**src/fcs_consts.vh**
```
// Purpose: constants for the flash command/status host controller
// Assumes: 8-bit command codes on the low data lines
// Notes: timing counts are in REF_CLK cycles at 100 MHz
`ifndef FCS_CONSTS_VH
`define FCS_CONSTS_VH
`define FCS_CMD_PROG_SETUP 8'h40
`define FCS_CMD_READ_ARRAY 8'hff
`define FCS_CMD_READ_STATUS 8'h70
`define FCS_CMD_CLEAR_STATUS 8'h50
`define FCS_CMD_ERASE_SETUP 8'h20
`define FCS_CMD_CONFIRM 8'hd0
`define FCS_CMD_SUSPEND 8'hb0
`define FCS_CMD_LOCK_SETUP 8'h60
`define FCS_CMD_LOCK_SET 8'h01
`define FCS_BIT_READY 7
`define FCS_BIT_SUSP 6
`define FCS_BIT_UNLOCK_ERR 5
`define FCS_BIT_PROG_ERR 4
`define FCS_BIT_VOLT_ERR 3
`define FCS_BIT_PROTECT 1
`define FCS_OP_PROGRAM 3'h0
`define FCS_OP_ERASE 3'h1
`define FCS_OP_LOCK_SET 3'h2
`define FCS_OP_LOCK_CLR 3'h3
`define FCS_OP_SUSPEND 3'h4
`define FCS_OP_RESUME 3'h5
`define FCS_OP_READ 3'h6
`define FCS_OP_CLEAR 3'h7
`define FCS_STROBE_NS 60
`define FCS_STROBE_CYC 4'd6
`define FCS_ADDR_W 24
`define FCS_DATA_W 16
`endif

```
**src/fcs_host.v**
```verilog
// Purpose: host sequencer issuing flash command sequences and polling status
// Assumes: device decodes the command codes; one operation at a time
// Notes: status is refreshed by a fresh output-enable low pulse per poll
// Functional notes
// - program is setup code then data write at the target address
// - read-array code returns the device to array read after operations
// - suspend code halts programming; bit 6 tells suspended or done; resume restarts
// - while suspended host may read array except the location being programmed
// - erase is setup then confirm back to back, both to the block
// - suspend halts an erase; bit 6 tells; resume continues it
// - lock set is setup then set-confirm to the block; bit 4 on failure
// - lock clear is setup then clear-confirm; bit 5 on failure
// - host clears status after any detected error before retrying; fcs_host only flags RSP_ERROR, clearing needs an FCS_OP_CLEAR request
`timescale 1ns/100ps
`default_nettype none
`include "fcs_consts.vh"
module fcs_host (
  // clock and reset
  input wire REF_CLK,
  input wire RST_N,
  // user command port
  input wire CMD_VALID,
  input wire [2:0] CMD_OP,
  input wire [`FCS_ADDR_W-1:0] CMD_ADDR,
  input wire [`FCS_DATA_W-1:0] CMD_DATA,
  input wire FLASH_ENABLE,
  output wire CMD_READY,
  output reg RSP_VALID,
  output reg [`FCS_DATA_W-1:0] RSP_DATA,
  output reg [7:0] RSP_STATUS,
  output reg RSP_ERROR,
  output reg RSP_SUSPENDED,
  // flash pins
  output wire [`FCS_ADDR_W-1:0] F_ADDR,
  output wire F_CE_N,
  output wire F_OE_N,
  output wire F_WE_N,
  output reg F_RESET_POWERDOWN_N,
  input wire [`FCS_DATA_W-1:0] F_DQ_IN,
  output wire [`FCS_DATA_W-1:0] F_DQ_OUT,
  output wire F_DQ_OE
);
  localparam S_IDLE = 6'b000001;
  localparam S_WR1 = 6'b000010;
  localparam S_WR2 = 6'b000100;
  localparam S_POLL = 6'b001000;
  localparam S_EXIT = 6'b010000;
  localparam S_READ = 6'b100000;

  reg [5:0] state;
  reg [2:0] op;
  reg [`FCS_ADDR_W-1:0] addr;
  reg [`FCS_DATA_W-1:0] data;
  reg issued;
  reg start;
  reg is_write;
  reg [`FCS_ADDR_W-1:0] cyc_addr;
  reg [`FCS_DATA_W-1:0] cyc_data;
  reg en_s1;
  reg en_s2;
  wire [8:0] second_word;
  wire cyc_done;
  wire [`FCS_DATA_W-1:0] cyc_rdata;

  // second write of each two-write operation; zero means single write
  function [8:0] second_code;
    input [2:0] o;
    input [`FCS_DATA_W-1:0] d;
    begin
      case (o)
        `FCS_OP_PROGRAM: second_code = {1'b1, d[7:0]};
        `FCS_OP_ERASE: second_code = {1'b1, `FCS_CMD_CONFIRM};
        `FCS_OP_LOCK_SET: second_code = {1'b1, `FCS_CMD_LOCK_SET};
        `FCS_OP_LOCK_CLR: second_code = {1'b1, `FCS_CMD_CONFIRM};
        default: second_code = 9'h000;
      endcase
    end
  endfunction

  function [7:0] first_code;
    input [2:0] o;
    begin
      case (o)
        `FCS_OP_PROGRAM: first_code = `FCS_CMD_PROG_SETUP;
        `FCS_OP_ERASE: first_code = `FCS_CMD_ERASE_SETUP;
        `FCS_OP_LOCK_SET: first_code = `FCS_CMD_LOCK_SETUP;
        `FCS_OP_LOCK_CLR: first_code = `FCS_CMD_LOCK_SETUP;
        `FCS_OP_SUSPEND: first_code = `FCS_CMD_SUSPEND;
        `FCS_OP_RESUME: first_code = `FCS_CMD_CONFIRM;
        `FCS_OP_CLEAR: first_code = `FCS_CMD_CLEAR_STATUS;
        default: first_code = `FCS_CMD_READ_ARRAY;
      endcase
    end
  endfunction

  assign second_word = second_code(op, data);

  // one request at a time: no erase queue in the device
  assign CMD_READY = (state == S_IDLE) & RST_N;

  always @(posedge REF_CLK) begin
    en_s1 <= FLASH_ENABLE;
    en_s2 <= en_s1;
  end

  always @(posedge REF_CLK) begin
    if (!RST_N) begin
      F_RESET_POWERDOWN_N <= 1'b0;
    end else begin
      // holding power-down low wipes the device status
      F_RESET_POWERDOWN_N <= en_s2;
    end
  end

  always @(posedge REF_CLK) begin
    if (!RST_N) begin
      state <= S_IDLE;
      op <= `FCS_OP_READ;
      addr <= {`FCS_ADDR_W{1'b0}};
      data <= {`FCS_DATA_W{1'b0}};
      issued <= 1'b0;
      start <= 1'b0;
      is_write <= 1'b0;
      cyc_addr <= {`FCS_ADDR_W{1'b0}};
      cyc_data <= {`FCS_DATA_W{1'b0}};
      RSP_VALID <= 1'b0;
      RSP_DATA <= {`FCS_DATA_W{1'b0}};
      RSP_STATUS <= 8'h00;
      RSP_ERROR <= 1'b0;
      RSP_SUSPENDED <= 1'b0;
    end else begin
      start <= 1'b0;
      RSP_VALID <= 1'b0;
      case (state)
        S_IDLE: begin
          issued <= 1'b0;
          if (CMD_VALID) begin
            op <= CMD_OP;
            addr <= CMD_ADDR;
            data <= CMD_DATA;
            state <= (CMD_OP == `FCS_OP_READ) ? S_EXIT : S_WR1;
          end
        end
        S_WR1: begin
          if (!issued) begin
            start <= 1'b1;
            is_write <= 1'b1;
            cyc_addr <= addr;
            cyc_data <= {8'h00, first_code(op)};
            issued <= 1'b1;
          end else if (cyc_done) begin
            issued <= 1'b0;
            // clear-status only touches sticky errors, no engine work
            if (op == `FCS_OP_CLEAR) begin
              state <= S_EXIT;
            end else if (second_code(op, data) != 9'h000) begin
              state <= S_WR2;
            end else begin
              state <= S_POLL;
            end
          end
        end
        S_WR2: begin
          if (!issued) begin
            // confirm follows setup with nothing between
            start <= 1'b1;
            is_write <= 1'b1;
            cyc_addr <= addr;
            cyc_data <= (op == `FCS_OP_PROGRAM) ? data : {8'h00, second_word[7:0]};
            issued <= 1'b1;
          end else if (cyc_done) begin
            issued <= 1'b0;
            state <= S_POLL;
          end
        end
        S_POLL: begin
          if (!issued) begin
            // device presents status after commands, each read re-strobes oe
            start <= 1'b1;
            is_write <= 1'b0;
            cyc_addr <= addr;
            issued <= 1'b1;
          end else if (cyc_done) begin
            issued <= 1'b0;
            if (cyc_rdata[`FCS_BIT_READY]) begin
              RSP_STATUS <= cyc_rdata[7:0];
              // errors stay sticky, so any of them marks the result
              RSP_ERROR <= cyc_rdata[`FCS_BIT_PROG_ERR] | cyc_rdata[`FCS_BIT_VOLT_ERR] |
                           cyc_rdata[`FCS_BIT_PROTECT] | cyc_rdata[`FCS_BIT_UNLOCK_ERR];
              // suspended versus already completed
              RSP_SUSPENDED <= cyc_rdata[`FCS_BIT_SUSP];
              state <= S_EXIT;
            end
          end
        end
        S_EXIT: begin
          if (!issued) begin
            // back to array read so suspended reads return array data
            start <= 1'b1;
            is_write <= 1'b1;
            cyc_addr <= addr;
            cyc_data <= {8'h00, `FCS_CMD_READ_ARRAY};
            issued <= 1'b1;
          end else if (cyc_done) begin
            issued <= 1'b0;
            if (op == `FCS_OP_READ) begin
              state <= S_READ;
            end else begin
              RSP_VALID <= 1'b1;
              state <= S_IDLE;
            end
          end
        end
        S_READ: begin
          if (!issued) begin
            start <= 1'b1;
            is_write <= 1'b0;
            cyc_addr <= addr;
            issued <= 1'b1;
          end else if (cyc_done) begin
            RSP_DATA <= cyc_rdata;
            RSP_VALID <= 1'b1;
            state <= S_IDLE;
          end
        end
        default: state <= S_IDLE;
      endcase
    end
  end

  fcs_bus_cycle u_cycle (
    .REF_CLK(REF_CLK),
    .RST_N(RST_N),
    .start(start),
    .is_write(is_write),
    .addr(cyc_addr),
    .wdata(cyc_data),
    .busy(),
    .done(cyc_done),
    .rdata(cyc_rdata),
    .pin_addr(F_ADDR),
    .pin_ce_n(F_CE_N),
    .pin_oe_n(F_OE_N),
    .pin_we_n(F_WE_N),
    .pin_dq_in(F_DQ_IN),
    .pin_dq_out(F_DQ_OUT),
    .pin_dq_oe(F_DQ_OE)
  );
endmodule // fcs_host
`default_nettype wire

```
**src/fcs_bus_cycle.v**
```verilog
// Purpose: one asynchronous write or read cycle on the flash pins
// Assumes: strobe width FCS_STROBE_CYC plus one cycles (70 ns at 10 ns per cycle)
// Notes: data bus is three signals; the board resolves the wire
`timescale 1ns/100ps
`default_nettype none
`include "fcs_consts.vh"
module fcs_bus_cycle (
  // clock and reset
  input wire REF_CLK,
  input wire RST_N,
  // request
  input wire start,
  input wire is_write,
  input wire [`FCS_ADDR_W-1:0] addr,
  input wire [`FCS_DATA_W-1:0] wdata,
  output wire busy,
  output reg done,
  output reg [`FCS_DATA_W-1:0] rdata,
  // flash pins
  output reg [`FCS_ADDR_W-1:0] pin_addr,
  output reg pin_ce_n,
  output reg pin_oe_n,
  output reg pin_we_n,
  input wire [`FCS_DATA_W-1:0] pin_dq_in,
  output reg [`FCS_DATA_W-1:0] pin_dq_out,
  output reg pin_dq_oe
);
  localparam S_IDLE = 3'b001;
  localparam S_STROBE = 3'b010;
  localparam S_HOLD = 3'b100;
  reg [2:0] state;
  reg [3:0] cnt;
  reg [`FCS_DATA_W-1:0] dq_s1;
  reg [`FCS_DATA_W-1:0] dq_s2;
  assign busy = (state != S_IDLE) | start;
  always @(posedge REF_CLK) begin
    dq_s1 <= pin_dq_in;
    dq_s2 <= dq_s1;
  end
  always @(posedge REF_CLK) begin
    if (!RST_N) begin
      state <= S_IDLE;
      cnt <= 4'h0;
      done <= 1'b0;
      rdata <= {`FCS_DATA_W{1'b0}};
      pin_addr <= {`FCS_ADDR_W{1'b0}};
      pin_ce_n <= 1'b1;
      pin_oe_n <= 1'b1;
      pin_we_n <= 1'b1;
      pin_dq_out <= {`FCS_DATA_W{1'b0}};
      pin_dq_oe <= 1'b0;
    end else begin
      done <= 1'b0;
      case (state)
        S_IDLE: begin
          if (start) begin
            pin_addr <= addr;
            pin_dq_out <= wdata;
            pin_dq_oe <= is_write;
            pin_ce_n <= 1'b0;
            pin_we_n <= ~is_write;
            pin_oe_n <= is_write;
            cnt <= `FCS_STROBE_CYC;
            state <= S_STROBE;
          end
        end
        S_STROBE: begin
          // strobe plus two sync stages so sampled data is settled
          if (cnt == 4'h0) begin
            rdata <= dq_s2;
            pin_we_n <= 1'b1;
            pin_oe_n <= 1'b1;
            pin_ce_n <= 1'b1;
            state <= S_HOLD;
          end else begin
            cnt <= cnt - 4'h1;
          end
        end
        S_HOLD: begin
          // one cycle with strobes high: each read is a fresh low edge of oe
          pin_dq_oe <= 1'b0;
          done <= 1'b1;
          state <= S_IDLE;
        end
        default: state <= S_IDLE;
      endcase
    end
  end
endmodule // fcs_bus_cycle
`default_nettype wire

```
**config.mk**
```make
export PLATFORM = sky130hd
export DESIGN_NAME = fcs_host
export DESIGN_NICKNAME = d
export VERILOG_FILES = /design/src/fcs_host.v /design/src/fcs_bus_cycle.v
export VERILOG_INCLUDE_DIRS = /design/src /design/src/src
export SDC_FILE = /design/constraint.sdc
export NUM_CORES = 1
export LEC_CHECK = 0
export BUFFER_PORTS_ARGS = -buffer_cell sky130_fd_sc_hd__buf_2
export CAP_MARGIN = 5
export CORE_ASPECT_RATIO = 1.4
export CORE_MARGIN = 4
export CORE_UTILIZATION = 59
export DETAILED_ROUTE_END_ITERATION = 7
export GPL_TIMING_DRIVEN = 0
export PLACE_DENSITY = 0.83
export SLEW_MARGIN = 20
export SYNTH_ARGS = -nofsm -noshare
export SYNTH_HDL_FRONTEND = slang
export SYNTH_SLANG_ARGS = --single-unit
```
**constraint.sdc**
```tcl
create_clock -name REF_CLK -period 4.5 [get_ports REF_CLK]
set_input_delay 0 -clock REF_CLK [delete_from_list [all_inputs] [get_ports REF_CLK]]
set_output_delay 0 -clock REF_CLK [all_outputs]
set_load 0.02 [all_outputs]
```
Word level (Yosys, flattened, before mapping)
Cells that the tools add are included.
{"block": "op_classes", "reduce_logical": 28, "n_bitwise": 6, "add_sub_neg": 1, "eq_ne": 37, "n_mux": 58}
{"cell": "$mux 6", "n": 13}
{"cell": "$mux 16", "n": 4}
{"cell": "$pmux 16 s3", "n": 1}
{"cell": "$pmux 8 s6", "n": 1}
{"cell": "$mux 9", "n": 5}
{"cell": "$pmux 6 s6", "n": 1}
{"cell": "$pmux 9 s3", "n": 1}
{"cell": "$ne 2x2->1 const B", "n": 13}
{"cell": "$eq 3x3->1 const B", "n": 6}
{"cell": "$pmux 8 s2", "n": 1}
{"cell": "$mux 1", "n": 15}
{"cell": "$ne 2x1->1 const B", "n": 7}
{"cell": "$reduce_and 2->1", "n": 7}
{"cell": "$mux 4", "n": 3}
{"cell": "$pmux 1 s2", "n": 6}
{"cell": "$reduce_and 12->1", "n": 1}
{"cell": "$reduce_and 3->1", "n": 4}
{"cell": "$mux 5", "n": 2}
{"cell": "$eq 3x2->1 const B", "n": 3}
{"cell": "$reduce_bool 9->1", "n": 1}
{"cell": "$pmux 4 s2", "n": 1}
{"cell": "$reduce_and 4->1", "n": 2}
{"cell": "$eq 3x1->1 const B", "n": 2}
{"cell": "$eq 6x1->1 const B", "n": 1}
{"cell": "other kinds (20)", "n": 29}
{"block": "word_totals", "ff_bits": 222}

Longest topological paths before layout
Gate-level depths: netlist of run 1.
{"block": "depth", "depth_word": 14, "ltp_mapped": 8}

Modules after synthesis
From an unflattened synthesis of run 1, not the netlist that was laid out.
{"block": "unflattened", "hier_cells": 913, "hier_area_um2": 8318.0}
{"module": "fcs_host", "cells_each": 578, "area_each_um2": 5048.6, "n_inst": 1}
{"module": "fcs_bus_cycle", "cells_each": 335, "area_each_um2": 3269.4, "n_inst": 1}

Worst setup path before layout of run 1
No wires, ideal clock.
{"block": "synth_timing", "path_kind": "register to register", "startpoint": "reg u_cycle.cnt[0]", "endpoint": "reg u_cycle.rdata[7]", "setup_slack_ps": 2556, "path_stages_with_launch": 9, "arrival_time_ps": 1810, "synth_period_minus_slack_ps": 1944, "setup_time_ps": 134, "path_cell_list": "dfxtp_1 inv_1 ha_1 or3b_2 or3_1 clkbuf_1 clkbuf_1 nand2_1 a21oi_1"}
{"block": "synth_via", "elab_chain_len": 2}
{"item": "start, declared", "line_no": "fcs_bus_cycle.v:32", "text": "reg [3:0] cnt;"}
{"item": "start signal, assigned", "line_no": "fcs_bus_cycle.v:63", "text": "cnt <= `FCS_STROBE_CYC;"}
{"item": "start signal, assigned", "line_no": "fcs_bus_cycle.v:76", "text": "cnt <= cnt - 4'h1;"}
{"item": "$logic_not 4->1", "line_no": "fcs_bus_cycle.v:69", "text": "if (cnt == 4'h0) begin"}
{"item": "$reduce_and 2->1 (no line)"}
{"item": "end signal, assigned", "line_no": "fcs_bus_cycle.v:45", "text": "rdata <= {`FCS_DATA_W{1'b0}};"}
{"item": "end signal, assigned", "line_no": "fcs_bus_cycle.v:70", "text": "rdata <= dq_s2;"}
{"item": "end, declared", "line_no": "fcs_bus_cycle.v:18", "text": "output reg [`FCS_DATA_W-1:0] rdata,"}
No other way between the ends.
A chain may end at the register's enable or synchronous reset.

Final worst setup path of run 1
{"block": "layout_timing", "startpoint": "reg state[4]", "endpoint": "reg cyc_addr[1]"}
{"block": "layout_via", "elab_chain_len": 3, "word_cells_on_any_way": 7, "cone_classes": "eq/ne (5); reduce/logical (2)"}
{"item": "start, declared", "line_no": "fcs_host.v:50", "text": "reg [5:0] state;"}
{"item": "start signal, assigned", "line_no": "fcs_host.v:141", "text": "state <= (CMD_OP == `FCS_OP_READ) ? S_EXIT : S_WR1;"}
{"item": "$eq 6x6->1 (tied with other cells)", "line_no": "fcs_host.v:134", "text": "case (state)"}
{"item": "$reduce_or 5->1 (no line) *"}
{"item": "$reduce_and 2->1 (no line) *"}
{"item": "end signal, assigned", "line_no": "fcs_host.v:124", "text": "cyc_addr <= {`FCS_ADDR_W{1'b0}};"}
{"item": "end signal, assigned", "line_no": "fcs_host.v:148", "text": "cyc_addr <= addr;"}
{"item": "end signal, assigned", "line_no": "fcs_host.v:168", "text": "cyc_addr <= addr;"}
{"item": "end, declared", "line_no": "fcs_host.v:57", "text": "reg [`FCS_ADDR_W-1:0] cyc_addr;"}
Every way passes the cells marked *; elsewhere a longest branch is shown, timed or not.

==> results of run 1 <==
==> flip-flops by register name, summed over array words and instances (netlist names), 3 cells and up <==
signal / flops
cyc_data: 16
u_cycle.rdata: 16
u_cycle.cnt: 4
cyc_addr: 24
u_cycle.dq_s1: 16
u_cycle.pin_addr: 24
state: 6
op: 3
RSP_DATA: 16
data: 16
RSP_STATUS: 8
u_cycle.state: 3
u_cycle.pin_dq_out: 16
addr: 24
u_cycle.dq_s2: 16
==> metal layers <==
layer	routed length [µm]	global-route usage	vias to the layer above
li1	-	-	3445
met1	8070	0.305	3288
met2	11100	0.522	270
met3	1300	0.0503	81
met4	877	0.128	0
met5	0	0	-
==> worst register-to-register path, cell delays in order (launching register included) <==
cell      delay (ps)
dfxtp_1          320
buf_2            220
o21ai_0          160
o211a_1          230
o311ai_1         680
clkbuf_1         520
o21ai_0          200
==> kinds of logic after synthesis <==
group,share of synthesized area
AO/OA/AOI/OAI,0.156
XOR/XNOR,0.00452
adder cells (fa/ha/maj),0.00322
buffers and inverters,0.0451
flip-flops,0.570
multiplexers,0.00903
AND/OR/NAND/NOR,0.212
==> placed cells by master (no fill, tap or decap), drive strengths merged, types with 3 or more instances in the layout <==
cell type / n
a22oi: 8
nor4: 4
o211a: 4
a21o: 3
buf: 151
and3: 4
nor2: 39
nand3: 33
nor3: 7
clkbuf: 76
nor3b: 4
nand2: 267
bufinv: 3
and2: 6
o211ai: 4
mux2i: 7
inv: 8
o21ai: 41
a31oi: 4
dfxtp: 221
dlygate4sd3: 60
a21oi: 137
xor2: 3
==> worst min path at each step <==
stage | to | from | cells past startpoint
after global routing | data[15]$_SDFFE_PN0P_ | CMD_VALID | 4
after detailed placement | u_cycle.dq_s1[10]$_DFF_P_ | F_DQ_IN[10] | 1
after CTS | data[15]$_SDFFE_PN0P_ | CMD_VALID | 4
final | data[15]$_SDFFE_PN0P_ | CMD_VALID | 4
after floorplan | en_s1$_DFF_P_ | FLASH_ENABLE | 0
after global placement | u_cycle.dq_s1[2]$_DFF_P_ | F_DQ_IN[2] | 1
==> final cells by class <==
type	instances	area (µm²)
Buffer	64	320
Clock buffer	29	596
Clock inverter	6	108
Fill cell	880	2950
Inverter	8	30.0
Multi-Input combinational cell	610	2990
Sequential cell	221	4420
Tap cell	153	191
Timing Repair Buffer	194	1270
==> through the flow <==
stage | utilization | instances | power, µW | instance area, µm²
2_1_floorplan | - | 903 | 2930 | 7760
3_3_place_gp | 0.670 | 1190 | 3200 | 8620
3_5_place_dp | 0.670 | 1190 | 3210 | 8620
4_1_cts | 0.771 | 1285 | 5040 | 9930
5_1_grt | 0.771 | 1285 | 5260 | 9930
6_report | 0.771 | 1285 | 5050 | 9930
==> timing repair <==
item,4_1_cts,5_1_grt
endpoints found under the setup margin,0,0
hold buffers,60,0
hold endpoints to repair,60,0
==> power breakdown <==
part	switching, µW	total, µW	internal, µW
Clock	713	1810	1090
Sequential	95.7	2220	2130
Combinational	656	1020	366
==> results by group, run 1 <==
Yosys
  – Post-Syn Nets: 968
  – Synth Register Bits: 221
  – Top post-synthesis cells by count: 267 x nand2_1, 221 x dfxtp_1, 129 x a21oi_1
  – Synth top area share: 0.570
  – Post-Synthesis Cell Area: 0.00776 mm²
  – Synth warn: 0
  – Post-synth top area cell: dfxtp_1
  – Top-count cell post-synth: nand2_1
  – Syn Inst Count: 903
  – Cell variety after synth: 57
  – Post-synthesis async set-or-reset flop share: 0
  – Sequential area share after synthesis: 0.570
  – Ranking of synthesized cells by area: dfxtp_1 57%, nand2_1 13%, a21oi_1 8.3%
  – EDFF count, synth: 0
  – Main synth FF type: dfxtp_1
  – Syn_area_per_cell: 8.59 µm²

Timing
  – Worst-Margin Slew: 735 ps
  – Fin crit period: 2470 ps
  – Fin worst setup slack: 2030 ps
  – Max Slew Vio Count: 0
  – Period utilization: 0.550
  – Hold_ws: 46.5 ps
  – Fin. Hold Viols: 0
  – Unrepaired setup endpoints after global routing: false
  – # setup viols final: 0
  – Clock Skew: 8.54 ps
  – FMAX: 404 MHz
  – Setup_tns: 0 ps
  – Slew headroom: 0.502

Clocking
  – Clock H-tree levels: 1
  – Clk slew on worst S/H paths: 70 ps
  – Clk Latency, worst-skew pair: 490 ps
  – Clk Tree Root Cell: clkbuf_16
  – Post-cts resize count: 0
  – CTS tree: yes
  – Num CTS Buffers: 20
  – CTS max path bufs: 3
  – Post-CTS Setup Bufs: 0
  – Clock sinks: 221

Setup path
  – Crit-path slowest cell: o311ai_1
  – Cell Chain, Critical Path: buf_2 > o21ai_0 > o211a_1 > o311ai_1 > clkbuf_1 > o21ai_0
  – Kind of end point of the critical path: register
  – Max Fanout on Critical Path: 10
  – Startpoint types: register
  – Critical Setup Path Class: reg -> reg
  – Crit path max-delay family: compound AO/OA/AOI/OAI gates
  – Worst r2r dst: cyc_addr[1]$_SDFFE_PN0P_
  – CP arrival: 2820 ps
  – R2R Setup Slk: 2030 ps
  – Reg-to-reg startpoint: state[4]$_SDFFE_PN0P_
  – Crit path depth: 6
  – Capture point of the critical path: cyc_addr[1]$_SDFFE_PN0P_
  – Critical path's most frequent cell: o21ai_0
  – Crit path from: state[4]$_SDFFE_PN0P_
  – Crit path buf inv count: 2
  – Worst-case reg-to-reg path depth: 6
  – Critical path's largest stage delay: 680 ps
  – Worst path required time: 4840 ps

Cells and area
  – Nets: 1,184
  – Share of cells above drive strength 1: 0.178
  – P&R area growth vs syn: 27.9%
  – Ant diodes: 0

GRT
  – Largest net degree at the start of global routing: 17
  – Initial antenna violation count: 0
  – First-pass GRT wire length: 34.3 mm
  – Grt total ovfl: 0
  – Total Routing Usage GR: 0.278
  – Vias in the first global route: 7,031

Outcome
  – Status: finished clean

Placement
  – Hpwl dp: 14.0 mm
  – Port bufs: 134
  – Worst slack at placement: 2100 ps
  – Final RePlAce weighted congestion: 0.919

Die
  – Die area: 0.0151 mm²
  – Initial core utilization: 0.603
  – Rows: 49
  – Die extent in x: 105 µm
  – Ports: 136
  – Die Ht: 144 µm
  – Core ar.: 0.0129 mm²

Power and ir drop
  – Pwr Density: 509 mW/mm²
  – VDD IR max: 0.376 mV
  – LEAKAGE: 0.00402 µW

Detailed routing
  – Post-Route WL: 21.3 mm
  – Initial drt markers: 398
  – Per-cell routed wire length: 16.6 µm
  – Post-DR vias/cell: 5.51
  – Via Count: 7,084
  – Final ANT Viol Nets: 0
  – Drc violations: 0
  – Router iterations before antenna repair: 7

Run
  – Max-Cap Viols: 0

Worst hold path
  – Hold Path Class: in -> reg
(Power assumes the default switching activity.)
==> run 2: changes to the inputs <==
--- a/config.mk
+++ b/config.mk
@@ -10,10 +10,10 @@
 export CAP_MARGIN = 5
 export CORE_ASPECT_RATIO = 1.4
 export CORE_MARGIN = 4
-export CORE_UTILIZATION = 59
+export CORE_UTILIZATION = 50
 export DETAILED_ROUTE_END_ITERATION = 7
 export GPL_TIMING_DRIVEN = 0
-export PLACE_DENSITY = 0.83
+export PLACE_DENSITY = 0.75
 export SLEW_MARGIN = 20
 export SYNTH_ARGS = -nofsm -noshare
 export SYNTH_HDL_FRONTEND = slang
==> constraint.sdc (replaced) <==
create_clock -name REF_CLK -period 2.2 [get_ports REF_CLK]
set_input_delay 0 -clock REF_CLK [delete_from_list [all_inputs] [get_ports REF_CLK]]
set_output_delay 0 -clock REF_CLK [all_outputs]
set_load 0.02 [all_outputs]
==> run 2 against run 1 <==
Compared with the run above:
- flip-flop and latch count did not move
- worst setup slack got worse by 2000 ps
- total power rose by 100%
- design area rose by 0.67%
- core utilization fell by 11 points
- die area rose by 17%
- routed wire length fell by 4.9%
- critical endpoint is now CMD_READY
- largest cell class unchanged
- highest routed layer unchanged
==> results by group, run 2 (same netlist as run 1, synthesis figures left out) <==
Setup path
  – Crit path max-delay family: simple AND/OR/NAND/NOR gates
  – Crit path buf inv count: 1 (-1)
  – Critical path's largest stage delay: 590 ps (-90 ps)
  – Crit-path slowest cell: or4_4
  – Cell Chain, Critical Path: or4_4 > or3b_4 > nor2_4 > buf_6
  – R2R Setup Slk: 60 ps (-1970 ps)
  – CP arrival: 2160 ps (-660 ps)
  – Worst path required time: 2200 ps (-2640 ps)
  – Crit path depth: 4 (-2)
  – Startpoint types: register
  – Worst r2r dst: state[5]$_SDFFE_PN0P_
  – Reg-to-reg startpoint: state[1]$_SDFFE_PN0P_
  – Kind of end point of the critical path: primary output
  – Max Fanout on Critical Path: 8 (-2)
  – Worst-case reg-to-reg path depth: 6 (unchanged)
  – Critical Setup Path Class: reg -> out

Die
  – Core ar.: 0.0151 mm² (+17%)
  – Die Ht: 155 µm (+8.1%)
  – Rows: 53 (+8.2%)
  – Initial core utilization: 0.513 (-0.0895)
  – Ports: 136 (unchanged)
  – Die area: 0.0176 mm² (+17%)
  – Die extent in x: 113 µm (+8.0%)

Detailed routing
  – Per-cell routed wire length: 15.3 µm (-7.7%)
  – Post-Route WL: 20.3 mm (-4.9%)
  – Router iterations before antenna repair: 5 (-2)
  – Final ANT Viol Nets: 0 (unchanged)
  – Initial drt markers: 423 (+6.3%)
  – Post-DR vias/cell: 5.20 (-5.7%)
  – Drc violations: 0 (unchanged)
  – Via Count: 6,885 (-2.8%)

Power and ir drop
  – LEAKAGE: 0.00402 µW (about the same)
  – VDD IR max: 0.669 mV (+78%)
  – Pwr Density: 1020 mW/mm² (+100%)

Timing
  – Slew headroom: 0.520 (+0.0175)
  – Fin worst setup slack: 44.2 ps (-1980 ps)
  – Fin crit period: 2160 ps
  – FMAX: 464 MHz
  – Hold_ws: 84.7 ps (+38.2 ps)
  – Unrepaired setup endpoints after global routing: false
  – Fin. Hold Viols: 0 (unchanged)
  – # setup viols final: 0 (unchanged)
  – Clock Skew: 13.8 ps (+5.30 ps)
  – Max Slew Vio Count: 0 (unchanged)
  – Setup_tns: 0 ps (unchanged)
  – Worst-Margin Slew: 721 ps (-14.6 ps)
  – Period utilization: 0.980

Placement
  – Hpwl dp: 14.3 mm (+1.6%)
  – Final RePlAce weighted congestion: 0.842 (-8.5%)
  – Placed Area: 0.00867 mm² (+0.57%)
  – Port bufs: 134 (unchanged)
  – Worst slack at placement: -227 ps (-2320 ps)

Clocking
  – Clock H-tree levels: 1 (unchanged)
  – Num CTS Buffers: 21 (+5.0%)
  – CTS tree: yes
  – Clk slew on worst S/H paths: 70 ps (about the same)
  – Clock sinks: 221 (unchanged)
  – CTS max path bufs: 3 (unchanged)
  – Clk Latency, worst-skew pair: 500 ps (about the same)
  – Clk Tree Root Cell: clkbuf_16

GRT
  – First-pass GRT wire length: 32.9 mm (-4.1%)
  – Largest net degree at the start of global routing: 19 (+2)
  – Initial antenna violation count: 0 (unchanged)
  – Total Routing Usage GR: 0.227 (-0.0509)
  – Vias in the first global route: 6,823 (-3.0%)
  – Grt total ovfl: 0 (unchanged)

Worst hold path
  – Hold Crit Endpoint: cyc_addr[8]$_SDFFE_PN0P_
  – Hold path depth: 4 (unchanged)
  – Worst hold start: RST_N
  – Hold Path Class: in -> reg

Cells and area
  – Most frequent cells in the layout: 265 x nand2_1, 220 x dfxtp_1, 140 x buf_2, 129 x a21oi_1, 61 x dlygate4sd3_1
  – Share of cells above drive strength 1: 0.190 (+0.0124)
  – P&R area growth vs syn: 28.8%
  – Nets: 1,185 (+0.084%)
  – Design Area, Final: 0.00999 mm² (+0.67%)
  – Ant diodes: 0 (unchanged)
  – Most common cell after layout, fill and taps aside: nand2_1
  – Top Registers: addr: 24 flops, cyc_addr: 24 flops, u_cycle.pin_addr: 24 flops

Outcome
  – Status: finished clean

Run
  – Max-Cap Viols: 0 (unchanged)
run 2: cell types whose count changed in the layout (fill, tap and decap cells not counted), sizes merged:
cell,change
clkinvlp,+1
clkinv,+1
dlygate4sd3,+1
bufinv,-2
clkbuf,-3
inv,+1
buf,+1
run 2: area by class of cell:
type                       count  area [µm²]
clock inverter                 7        68.8
buffer                        61         308
tap                          192         240
clock buffer                  28         582
fill                        1273        5130
inverter                       8        30.0
sequential                   221        4430
multi-input combinational    610        3040
timing repair buffer         197        1300
run 2: worst max path at each step:
stage / start / end / slack (ps)
finish: state[1]$_SDFFE_PN0P_ / CMD_READY / 40
global route: state[1]$_SDFFE_PN0P_ / CMD_READY / 4
CTS: state[1]$_SDFFE_PN0P_ / CMD_READY / 5
detailed placement: state[2]$_SDFFE_PN0P_ / cyc_addr[0]$_SDFFE_PN0P_ / -230
global placement: state[2]$_SDFFE_PN0P_ / cyc_addr[4]$_SDFFE_PN0P_ / -180
floorplan: u_cycle.cnt[0]$_SDFFE_PN0P_ / u_cycle.rdata[7]$_SDFFE_PN0P_ / 260
run 2: report_power, final:
| group | internal (µW) | total, µW | switching [µW] |
|---|---|---|---|
| sequential | 4350 | 4560 | 212 |
| combinational | 823 | 2160 | 1330 |
| clock | 1970 | 3470 | 1490 |
run 2: what timing repair did:
item                                    CTS  global route
endpoints found under the hold margin    60             1
gates resized for setup                   7            14
hold buffers                             60             1
buffers inserted                          2             0
pin swaps                                 2             3
endpoints found under the setup margin   54            92
run 2: metrics by stage:
step	utilization	total power, µW	std cells
floorplan	-	5990	903
global placement	0.573	6530	1229
detailed placement	0.573	6570	1229
CTS	0.658	10200	1325
global route	0.661	10700	1324
finish	0.661	10200	1324
run 2: worst reg2reg max path, stage by stage, from the launching register on:
cell     delay [ps]
dfxtp_2         370
or4_4           590
or3b_4          450
buf_4           170
nor2_4          120
nor3_1          120
a32o_1          220
run 2: per-layer routing:
metal	up-vias	global-route usage	share of wire
li1	3455	-	-
met1	3167	0.254	0.38
met2	212	0.423	0.52
met3	51	0.0432	0.062
met4	0	0.0859	0.031
met5	-	0	0
